**src/shared/mbm_pkg.sv**
```systemverilog
// Constants and types shared by the mailbox and bus-matching port logic.
package mbm_pkg;

	// ==========================================================================
	// Data path widths
	// ==========================================================================
	localparam int          DATA_W    = 36;
	localparam int          WORD_W    = 18;
	localparam int          LANE_W    = 9;
	localparam int          IDX_W     = 2;
	localparam int          SH_W      = 6;

	// Usable-width masks for the three Port B sizes.
	localparam logic [35:0] MASK_LONG = 36'hF_FFFF_FFFF;
	localparam logic [35:0] MASK_WORD = 36'h0_0003_FFFF;
	localparam logic [35:0] MASK_BYTE = 36'h0_0000_01FF;

	// Portions per long word, less one, for each size.
	localparam logic [1:0]  LAST_LONG = 2'h0;
	localparam logic [1:0]  LAST_WORD = 2'h1;
	localparam logic [1:0]  LAST_BYTE = 2'h3;

	// Shift step per portion position.
	localparam logic [5:0]  STEP_WORD = 6'h12;
	localparam logic [5:0]  STEP_BYTE = 6'h09;

	// ==========================================================================
	// Reset values
	// ==========================================================================
	localparam logic        FLAG_IDLE = 1'b1;
	localparam logic [1:0]  IDX_RST   = 2'h0;
	localparam logic [35:0] DATA_RST  = 36'h0_0000_0000;

	// ==========================================================================
	// Port B sizes
	// ==========================================================================
	typedef enum logic [1:0] {
		MBM_SIZE_LONG = 2'b00,
		MBM_SIZE_WORD = 2'b01,
		MBM_SIZE_BYTE = 2'b10
	} mbm_size_t;

endpackage : mbm_pkg

```
**src/mbm_port.sv**
```systemverilog
// Mailbox bypass registers and Port B bus matching around the two 36-bit queues.
`timescale 1ns/10ps
`default_nettype none

module mbm_port
	import mbm_pkg::*;
(
	input  wire logic        mclk,
	input  wire logic        nrst,
	input  wire logic        clk_en,
	input  wire logic        a_to_b_master_reset_n,
	input  wire logic        b_to_a_master_reset_n,
	input  wire logic        bus_match_select,
	input  wire logic        width_select,
	input  wire logic        endian_select,
	input  wire logic        port_a_chip_select_n,
	input  wire logic        port_a_write_not_read,
	input  wire logic        port_a_transfer_enable,
	input  wire logic        port_a_mail_select,
	input  wire logic [35:0] port_a_data_in,
	output logic      [35:0] port_a_data_out,
	output logic             port_a_data_oe_n,
	input  wire logic [35:0] port_a_queue_out,
	input  wire logic        port_b_chip_select_n,
	input  wire logic        port_b_read_not_write,
	input  wire logic        port_b_transfer_enable,
	input  wire logic        port_b_mail_select,
	input  wire logic [35:0] port_b_data_in,
	output logic      [35:0] port_b_data_out,
	output logic             port_b_data_oe_n,
	output logic             a_to_b_mail_flag_n,
	output logic             b_to_a_mail_flag_n,
	input  wire logic [35:0] a_to_b_queue_rd_data,
	input  wire logic        a_to_b_queue_rd_avail,
	output logic             a_to_b_queue_rd_en,
	input  wire logic        port_b_full_or_in_ready,
	output logic      [35:0] b_to_a_queue_wr_data,
	output logic             b_to_a_queue_wr_en,
	output logic      [1:0]  port_b_size,
	output logic             big_endian_active
);

	// ==========================================================================
	// State
	// ==========================================================================
	mbm_size_t   size_q;
	logic        big_q;
	logic        mrs_both_q;
	logic        a_to_b_mail_register_flag_n_q;
	logic        b_to_a_mail_register_flag_n_q;
	logic [35:0] a_to_b_mail_register_q;
	logic [35:0] b_to_a_mail_register_q;
	logic [35:0] rd_hold_q;
	logic [35:0] rd_out_q;
	logic [1:0]  rd_idx_q;
	logic [35:0] wr_asm_q;
	logic [1:0]  wr_idx_q;
	logic [35:0] wr_data_q;
	logic        wr_en_q;

	// ==========================================================================
	// Configuration decode
	// ==========================================================================
	// Size requested by the static select pins; only sampled at reset end.
	mbm_size_t   size_pins;
	logic        mrs_both;
	logic        mrs_rise;
	logic        in_reset;

	assign size_pins = !bus_match_select ? MBM_SIZE_LONG :
		(width_select ? MBM_SIZE_BYTE : MBM_SIZE_WORD);
	assign mrs_both  = a_to_b_master_reset_n & b_to_a_master_reset_n;
	assign mrs_rise  = mrs_both & !mrs_both_q;
	assign in_reset  = !mrs_both;

	// Per-size mask, last portion index and shift step.
	logic [35:0] width_mask;
	logic [1:0]  last_idx;
	logic [5:0]  step;

	assign width_mask = (size_q == MBM_SIZE_LONG) ? MASK_LONG :
		((size_q == MBM_SIZE_WORD) ? MASK_WORD : MASK_BYTE);
	assign last_idx   = (size_q == MBM_SIZE_LONG) ? LAST_LONG :
		((size_q == MBM_SIZE_WORD) ? LAST_WORD : LAST_BYTE);
	assign step       = (size_q == MBM_SIZE_WORD) ? STEP_WORD : STEP_BYTE;

	// Endian only matters for narrow sizes; long mode ignores it entirely.
	logic        big_eff;

	assign big_eff = big_q & (size_q != MBM_SIZE_LONG);

	// ==========================================================================
	// Port request decode
	// ==========================================================================
	logic a_sel;
	logic a_wr;
	logic a_rd;
	logic b_sel;
	logic b_wr;
	logic b_rd;

	assign a_sel = !port_a_chip_select_n & port_a_transfer_enable;
	assign a_wr  = a_sel & port_a_write_not_read;
	assign a_rd  = a_sel & !port_a_write_not_read;
	assign b_sel = !port_b_chip_select_n & port_b_transfer_enable;
	assign b_wr  = b_sel & !port_b_read_not_write;
	assign b_rd  = b_sel & port_b_read_not_write;

	// Mail strobes; a write is only taken while the flag is still high.
	logic a_to_b_mail_register_wr;
	logic b_to_a_mail_register_wr;
	logic a_to_b_mail_register_rd;
	logic b_to_a_mail_register_rd;

	assign a_to_b_mail_register_wr = a_wr & port_a_mail_select & a_to_b_mail_register_flag_n_q;
	assign b_to_a_mail_register_wr = b_wr & port_b_mail_select & b_to_a_mail_register_flag_n_q;
	assign a_to_b_mail_register_rd = b_rd & port_b_mail_select;
	assign b_to_a_mail_register_rd = a_rd & port_a_mail_select;

	// Queue strobes on Port B; mail select low routes to the queues.
	logic q_rd;
	logic q_wr;

	assign q_rd = b_rd & !port_b_mail_select & !in_reset;
	assign q_wr = b_wr & !port_b_mail_select & port_b_full_or_in_ready & !in_reset;

	// ==========================================================================
	// Read-side unpacking
	// ==========================================================================
	// A new long word is fetched only when the previous one is used up.
	logic        fetch;
	logic [1:0]  rd_pos;
	logic [5:0]  rd_sh;
	logic [35:0] rd_src;
	logic [35:0] rd_part;
	logic [1:0]  rd_idx_d;

	assign fetch    = q_rd & (rd_idx_q == IDX_RST) & a_to_b_queue_rd_avail;
	assign rd_pos   = big_eff ? (last_idx - rd_idx_q) : rd_idx_q;
	assign rd_sh    = (size_q == MBM_SIZE_LONG) ? 6'h00 : 6'(rd_pos * step);
	assign rd_src   = (rd_idx_q == IDX_RST) ? a_to_b_queue_rd_data : rd_hold_q;
	assign rd_part  = (rd_src >> rd_sh) & width_mask;
	assign rd_idx_d = (rd_idx_q == last_idx) ? IDX_RST : rd_idx_q + 2'h1;

	logic rd_step;

	assign rd_step            = fetch | (q_rd & (rd_idx_q != IDX_RST));
	assign a_to_b_queue_rd_en = fetch;

	// ==========================================================================
	// Write-side packing
	// ==========================================================================
	// Each portion lands at its lane position; the last one commits the word.
	logic [1:0]  wr_pos;
	logic [5:0]  wr_sh;
	logic [35:0] wr_ins;
	logic [35:0] wr_asm_d;
	logic        wr_last;

	assign wr_pos   = big_eff ? (last_idx - wr_idx_q) : wr_idx_q;
	assign wr_sh    = (size_q == MBM_SIZE_LONG) ? 6'h00 : 6'(wr_pos * step);
	assign wr_ins   = (port_b_data_in & width_mask) << wr_sh;
	assign wr_asm_d = (wr_asm_q & ~(width_mask << wr_sh)) | wr_ins;
	assign wr_last  = (wr_idx_q == last_idx);

	// ==========================================================================
	// Configuration latch
	// ==========================================================================
	// Size and endian are caught on the release of both master resets so a
	// glitch on the static pins during traffic cannot re-order a word.
	always_ff @(posedge mclk or negedge nrst) begin
		if (!nrst) begin
			mrs_both_q <= 1'b0;
			size_q     <= MBM_SIZE_LONG;
			big_q      <= 1'b0;
		end else if (clk_en) begin
			mrs_both_q <= mrs_both;
			if (mrs_rise) begin
				size_q <= size_pins;
				big_q  <= endian_select;
			end
		end
	end

	// ==========================================================================
	// Mail registers
	// ==========================================================================
	// Contents change only on an accepted write; reads leave them alone and
	// no endian reordering is ever applied.
	always_ff @(posedge mclk or negedge nrst) begin
		if (!nrst) begin
			a_to_b_mail_register_q <= DATA_RST;
			b_to_a_mail_register_q <= DATA_RST;
		end else if (clk_en) begin
			if (a_to_b_mail_register_wr) begin
				a_to_b_mail_register_q <= port_a_data_in & width_mask;
			end
			if (b_to_a_mail_register_wr) begin
				b_to_a_mail_register_q <= port_b_data_in & width_mask;
			end
		end
	end

	// Mail flags: a write that lands with a read of the same box wins, so
	// fresh mail is never reported as collected.
	always_ff @(posedge mclk or negedge nrst) begin
		if (!nrst) begin
			a_to_b_mail_register_flag_n_q <= FLAG_IDLE;
			b_to_a_mail_register_flag_n_q <= FLAG_IDLE;
		end else if (clk_en) begin
			if (in_reset) begin
				a_to_b_mail_register_flag_n_q <= FLAG_IDLE;
				b_to_a_mail_register_flag_n_q <= FLAG_IDLE;
			end else begin
				if (a_to_b_mail_register_wr) begin
					a_to_b_mail_register_flag_n_q <= 1'b0;
				end else if (a_to_b_mail_register_rd) begin
					a_to_b_mail_register_flag_n_q <= FLAG_IDLE;
				end
				if (b_to_a_mail_register_wr) begin
					b_to_a_mail_register_flag_n_q <= 1'b0;
				end else if (b_to_a_mail_register_rd) begin
					b_to_a_mail_register_flag_n_q <= FLAG_IDLE;
				end
			end
		end
	end

	// ==========================================================================
	// Port B read path
	// ==========================================================================
	// The fetched long word is kept whole; later reads slice the rest out.
	always_ff @(posedge mclk or negedge nrst) begin
		if (!nrst) begin
			rd_hold_q <= DATA_RST;
			rd_out_q  <= DATA_RST;
			rd_idx_q  <= IDX_RST;
		end else if (clk_en) begin
			if (in_reset) begin
				rd_idx_q <= IDX_RST;
			end else if (rd_step) begin
				if (fetch) begin
					rd_hold_q <= a_to_b_queue_rd_data;
				end
				rd_out_q <= rd_part;
				rd_idx_q <= rd_idx_d;
			end
		end
	end

	// ==========================================================================
	// Port B write path
	// ==========================================================================
	// Partial words wait in the assembly register; the queue only ever sees
	// complete long words.
	always_ff @(posedge mclk or negedge nrst) begin
		if (!nrst) begin
			wr_asm_q  <= DATA_RST;
			wr_idx_q  <= IDX_RST;
			wr_data_q <= DATA_RST;
			wr_en_q   <= 1'b0;
		end else if (clk_en) begin
			wr_en_q <= 1'b0;
			if (in_reset) begin
				wr_idx_q <= IDX_RST;
			end else if (q_wr) begin
				wr_asm_q <= wr_asm_d;
				if (wr_last) begin
					wr_data_q <= wr_asm_d;
					wr_en_q   <= 1'b1;
					wr_idx_q  <= IDX_RST;
				end else begin
					wr_idx_q <= wr_idx_q + 2'h1;
				end
			end
		end
	end

	// ==========================================================================
	// Outputs
	// ==========================================================================
	// Drivers are on only during a selected read; the mail select steers
	// between the queue data (rd_out_q on Port B, port_a_queue_out on Port A) and the mail register.
	assign port_a_data_oe_n     = !(!port_a_chip_select_n & !port_a_write_not_read);
	assign port_b_data_oe_n     = !(!port_b_chip_select_n & port_b_read_not_write);
	assign port_a_data_out      = port_a_mail_select ? b_to_a_mail_register_q : port_a_queue_out;
	assign port_b_data_out      = port_b_mail_select ? a_to_b_mail_register_q : rd_out_q;
	assign a_to_b_mail_flag_n   = a_to_b_mail_register_flag_n_q;
	assign b_to_a_mail_flag_n   = b_to_a_mail_register_flag_n_q;
	assign b_to_a_queue_wr_data = wr_data_q;
	assign b_to_a_queue_wr_en   = wr_en_q & clk_en;
	assign port_b_size          = size_q;
	assign big_endian_active    = big_eff;

endmodule : mbm_port

`default_nettype wire

```
**config.mk**
```make
export PLATFORM = sky130hd
export DESIGN_NAME = mbm_port
export DESIGN_NICKNAME = d
export VERILOG_FILES = /design/src/shared/mbm_pkg.sv /design/src/mbm_port.sv
export SDC_FILE = /design/constraint.sdc
export NUM_CORES = 1
export LEC_CHECK = 0
export ABC_AREA = 1
export BUFFER_PORTS_ARGS = -buffer_cell sky130_fd_sc_hd__buf_4
export CAP_MARGIN = 20
export CORE_MARGIN = 2
export CORE_UTILIZATION = 50
export CTS_CLUSTER_SIZE = 20
export DETAILED_ROUTE_END_ITERATION = 6
export PLACE_DENSITY = 0.77
export SLEW_MARGIN = 15
export SYNTH_ARGS = -nofsm -noshare
export SYNTH_HDL_FRONTEND = slang
export SYNTH_SLANG_ARGS = --single-unit
```
**constraint.sdc**
```tcl
create_clock -name mclk -period 2.5 [get_ports mclk]
set_input_delay 0.5 -clock mclk [delete_from_list [all_inputs] [get_ports mclk]]
set_output_delay 0.5 -clock mclk [all_outputs]
set_load 0.005 [all_outputs]
```
# [Yosys cells after proc, flatten, opt, wreduce, memory -nomap -nowiden]
# Cells that the tools add are included.
[classes] addsub=4 n_mul=2 n_eq_ne=7 n_shift=3 n_mux=29 bitwise_logic=33 reduce_logical=23
[op_table] op="36-bit AND" count=4
[op_table] op="36-bit 2-to-1 mux" count=4
[op_table] op="36-bit by 6-bit << shifter with 36-bit output" count=2
[op_table] op="36-bit NOT" count=1
[op_table] op="36-bit OR" count=1
[op_table] op="36-bit by 6-bit right shift with 36-bit output" count=1
[op_table] op="1-bit AND" count=26
[op_table] op="2-bit 2-to-1 mux" count=12
[op_table] op="18-bit 2-to-1 mux" count=1
[op_table] op="2-bit AND reduction" count=7
[op_table] op="2-bit by 5-bit multiplier with 6-bit output" count=2
[op_table] op="6-bit 2-to-1 mux" count=2
[op_table] op="1-bit 2-to-1 mux" count=9
[op_table] op="1-bit logical NOT" count=8
[op_table] op="4-bit AND reduction" count=2
[op_table] op="3-bit by 1-bit != test with 1-bit output, second input constant" count=2
[op_table] op="3-bit AND reduction" count=2
[op_table] op="5-bit 2-to-1 mux" count=1
[op_table] op="2-bit by 1-bit adder with 2-bit output, second input constant" count=2
[op_table] op="2-bit == test" count=2
[op_table] op="2-bit logical NOT" count=2
[op_table] op="2-bit by 1-bit != test with 1-bit output, second input constant" count=2
[op_table] op="2-bit nonzero test" count=2
[op_table] op="2-bit subtractor" count=2
[op_table] op="other kinds (2)" count=2
[word_totals] reg_bits=227 inputBits=162 out_inout_bits=117 elab_cells=115

# [Longest topological paths before layout]
[logic_depth] word_depth=11 mapped_depth=22 depth_no_buf=18

# [Least setup slack after synthesis]
# Ideal clock, no wire load.
[synth_timing] kind="reg-to-reg" from="register size_q[1] (netlist: port_b_size[1])" to="register wr_data_q[30] (netlist: b_to_a_queue_wr_data[30])" setup_ns=0.117 t_arrival_ns=2.646 required_time_ns=2.383 setup_slack_ns=-0.263 path_stages_with_launch=19 path_buffers=4 synth_period_minus_slack_ns=2.763 path_cell_list="dfrtp_1 > buf_6 > nor2_4 > clkbuf_1 > clkbuf_1 > ha_1 > nand3_4 > nand3_4 > buf_6 > nand2_1 > nand2_1 > o21ai_1 > nand2_1 > nand2_1 > nand2_1 > nand3_1 > nand2_1 > nand2_1 > nand2_1"
[synth_between] elab_chain_cells=11 elab_cells_between_ends=21 cone_classes="1 x add/sub; 1 x mul; 2 x eq/ne; 2 x shift; 7 x mux; 5 x bitwise; 3 x reduce/logical"
[synth_rtl] item="start, declared" line="mbm_port.sv:46" rtl="mbm_size_t size_q;"
[synth_rtl] item="start signal, assigned" line="mbm_port.sv:179" rtl="size_q <= size_pins;"
[synth_rtl] item="2-bit by 1-bit == test with 1-bit output" line="mbm_port.sv:82, mbm_port.sv:84, mbm_port.sv:85"
[synth_rtl] item="2-bit 2-to-1 mux" line="mbm_port.sv:84" rtl="((size_q == MBM_SIZE_WORD) ? LAST_WORD : LAST_BYTE);"
[synth_rtl] item="2-bit 2-to-1 mux" line="mbm_port.sv:83" rtl="assign last_idx = (size_q == MBM_SIZE_LONG) ? LAST_LONG :"
[synth_rtl] item="2-bit subtractor" line="mbm_port.sv:160" rtl="assign wr_pos = big_eff ? (last_idx - wr_idx_q) : wr_idx_q;"
[synth_rtl] item="2-bit 2-to-1 mux" line="mbm_port.sv:160"
[synth_rtl] item="2-bit by 5-bit multiplier with 6-bit output" line="mbm_port.sv:161" rtl="assign wr_sh = (size_q == MBM_SIZE_LONG) ? 6'h00 : 6'(wr_pos * step);"
[synth_rtl] item="6-bit 2-to-1 mux" line="mbm_port.sv:161"
[synth_rtl] item="36-bit by 6-bit << shifter with 36-bit output" line="mbm_port.sv:163" rtl="assign wr_asm_d = (wr_asm_q & ~(width_mask << wr_sh)) | wr_ins;"
[synth_rtl] item="36-bit NOT" line="mbm_port.sv:163"
[synth_rtl] item="36-bit AND" line="mbm_port.sv:163"
[synth_rtl] item="36-bit OR" line="mbm_port.sv:163"
[synth_rtl] item="end signal, assigned" line="mbm_port.sv:269" rtl="wr_data_q <= wr_asm_d;"
[synth_rtl] item="end, declared" line="mbm_port.sv:58" rtl="logic [35:0] wr_data_q;"
# Parallel ways exist; a longest one is shown, timed or not.
# A chain may end at the register's enable or synchronous reset.

# [Worst setup path in the final report]
[layout_timing] from="register rd_idx_q[0]" to="output port a_to_b_queue_rd_en"
[layout_between] elab_chain_cells=3
[layout_rtl] item="start, declared" line="mbm_port.sv:55" rtl="logic [1:0] rd_idx_q;"
[layout_rtl] item="start signal, assigned" line="mbm_port.sv:246" rtl="rd_idx_q <= rd_idx_d;"
[layout_rtl] item="2-bit logical NOT" line="mbm_port.sv:138" rtl="assign fetch = q_rd & (rd_idx_q == IDX_RST) & a_to_b_queue_rd_avail;"
[layout_rtl] item="1-bit AND (2 in a row)" line="mbm_port.sv:138"
[layout_rtl] item="end, declared" line="mbm_port.sv:35" rtl="output logic a_to_b_queue_rd_en,"
# No other way between the ends.

==> run metrics <==
initial cell density of the core about half; Post-Place Worst Slack -113 ps; R2R Setup Slk between 100 and 150 ps; Synth Area per Inst 6.84 um^2; die height around 160 um; PortBufs about 280; DPL Wire Length 33.3 mm; Max clock buf depth 3; Rows 58; relative slew slack between 50% and 60%; status finished, final reports clean; maxcap violations 0; GPL Wtd Cong between 0.9 and 1; fmax approximately 400 MHz; Initial DRC Count 1419; Yosys reg bits 227; number of remaining DRC errors 0; core area between 20000 and 30000 um^2; Worst Hold Class in2reg; CP Data Arrival Time around 1900 ps; vias in the first global route approximately 13000; area leader, netlist dfrtp_1; critical path class reg2out; Worst Max-Slew Pin Slew around 650 ps; clk_lat worst skew around 550 ps; cell with the most instances after synthesis nand2_1; required time of the critical path ~2000 ps; Period minus WS final ~2400 ps; drt pass-1 iters 6; Yosys top cell area share a little over two fifths; first-pass GRT wire length around 68 mm; Worst R2R End wr_asm_q[16]; Die W ~160 um; largest net degree at the start of global routing 68; via/cell ratio about 5.5; post-synth net total between 2000 and 2500; design area 16800 um^2; Routed Antenna Nets 0; H-tree levels 1; Root Buffer clkbuf_16; Num CTS Buffers 25; peak supply drop just over 500 uV; antenna violations before repair 1; final period utilization 97.5%; Boundary Pins around 280; grt total ovfl 0; max-slew violations 0; critical path capture point type output port; DR WL/cell between 15 and 20 um; DIE AREA about 27000 um^2; Synth top cells by count nand2_1, dfrtp_1, nand3_1; Via Count about 14000; LEAKAGE ~9.2 nW; synthesized cell area approximately 13000 um^2; Final Hold Viols 0; number of flops mapped to enable cells by yosys 0; final net count 2351; CP Launch Type flip-flop; Num Clock Sinks around 230; Cell Pwr Density about 730 nW/um^2; Async SR Flop Fraction 100%; drt total wl roughly 44 mm; cell count after synthesis 1892; worst-path maximum fanout 6; worst r2r src port_b_size[0]; TritonCTS clock tree yes; Worst setup startpoint rd_idx_q[0]; final setup fails 0; layout cells sized above 1 about 21%; Top FF cell, synth dfrtp_1; Placement Cell Area 15700 um^2; fin worst setup slack between 60 and 70 ps; P&R area growth vs syn 30.2%; R2R cell count 10; clk slew on worst S/H paths around 70 ps; overall global routing resource usage between 30% and 40%; top post-synthesis cells by area dfrtp_1, nand2_1, nand3_1; Distinct cells, synth 36; Worst Setup EP a_to_b_queue_rd_en; Synthesis Warnings 0; sequential fraction of the synthesis area 43.9%; clk_skew roughly 16 ps
metrics by stage:
step / total power [mW] / instances / util [%] / hold slack [ps] / TNS [ps]
after floorplan: 6.62 / 1892 / - / 204 / 0
after global placement: 8.18 / 2470 / 61.9 / 454 / 0
after detailed placement: 8.25 / 2470 / 61.9 / 459 / -627
after CTS: 12.0 / 2517 / 65.3 / 150 / 0
after global routing: 12.9 / 2536 / 66.5 / 159 / -53.9
final: 12.2 / 2536 / 66.5 / 159 / 0
worst max-delay path, cell delays in order, from the launching register on:
cell and delay (ps):
dfrtp_1 390, inv_1 80, ha_2 240, clkinv_2 150, nor3_4 230, and2_4 190
buf_4 110
worst min-delay path by stage:
| stage | from | end | depth (start not counted) |
|---|---|---|---|
| floorplan | nrst | a_to_b_mail_register_q[0] | 0 |
| global placement | a_to_b_mail_register_q[6] | a_to_b_mail_register_q[6] | 2 |
| detailed placement | a_to_b_mail_register_q[3] | a_to_b_mail_register_q[3] | 2 |
| CTS | port_a_data_in[5] | a_to_b_mail_register_q[5] | 3 |
| global route | port_a_data_in[5] | a_to_b_mail_register_q[5] | 3 |
| finish | port_a_data_in[5] | a_to_b_mail_register_q[5] | 3 |
sequential cells by signal, indices dropped and copies added (netlist names):
| register | cells |
|---|---|
| a_to_b_mail_register_q | 36 |
| b_to_a_queue_wr_data | 36 |
| rd_hold_q | 36 |
| mrs_both_q | 1 |
| a_to_b_mail_flag_n | 1 |
| b_to_a_mail_register_q | 36 |
| rd_idx_q | 2 |
| b_to_a_mail_flag_n | 1 |
| wr_en_q | 1 |
| port_b_size | 2 |
| wr_asm_q | 36 |
| wr_idx_q | 2 |
| big_q | 1 |
| rd_out_q | 36 |
cells by family (layout without fill, tap and decap cells):
family / Yosys count / after routing / share of synthesized area [%]
AO/OA/AOI/OAI: 285 / 285 / 11.5
adder cells (fa/ha/maj): 3 / 3 / 0.290
buffers and inverters: 247 / 558 / 7.87
flip-flops: 227 / 227 / 43.9
multiplexers: 8 / 8 / 0.696
other: 0 / 1 / 0
AND/OR/NAND/NOR: 1122 / 1124 / 35.7
report_power, final:
group          internal [mW]  switching (mW)  leakage, nW
Combinational           1.58            2.54         5.86
Clock                   2.16            1.59        0.399
Sequential              4.13           0.239         2.98
Total                   7.88            4.37         9.23
final cells by class:
type | instances | area [um^2]
Antenna cell | 1 | 2.50
Clock buffer | 37 | 701
Clock inverter | 9 | 116
Fill cell | 2268 | 8480
Inverter | 142 | 539
Multi-Input combinational cell | 1420 | 6380
Sequential cell | 227 | 5680
Tap cell | 330 | 413
Timing Repair Buffer | 370 | 3010
layer usage:
layer	wire length, um	vias up	track usage (%)
met3	3230	102	4.52
li1	-	6662	-
met4	1660	0	12.1
met1	17600	6476	39.7
met2	21900	594	56.7
met5	0	-	0
layout by cell type, fill, tap and decap left out, types with 3 or more instances in the layout:
master,n
nand2_1,824
buf_4,347
dfrtp_1,224
nand3_1,210
o21ai_0,186
inv_1,131
nor2_1,40
o21ai_1,33
clkbuf_16,26
a21oi_1,25
a31oi_1,16
buf_12,15
nand2_2,11
o22ai_1,9
clkbuf_1,9
mux2_2,8
nand3_2,7
o21ai_2,7
nand4_1,6
inv_2,6
clkinv_2,5
nand3_4,4
nor2_4,4
nor2_2,4
nor3_1,4
o211ai_1,4
or2_2,3
clkbuf_8,3
buf_6,3
timing repair:
action / in CTS / in global routing
hold endpoints to repair: 61 / 0
endpoints found under the setup margin: 14 / 104
gates cloned: 0 / 3
setup buffers: 0 / 15
resized for setup: 5 / 35
hold buffers: 1 / 0
pin swaps: 0 / 6
(Power assumes the default switching activity.)
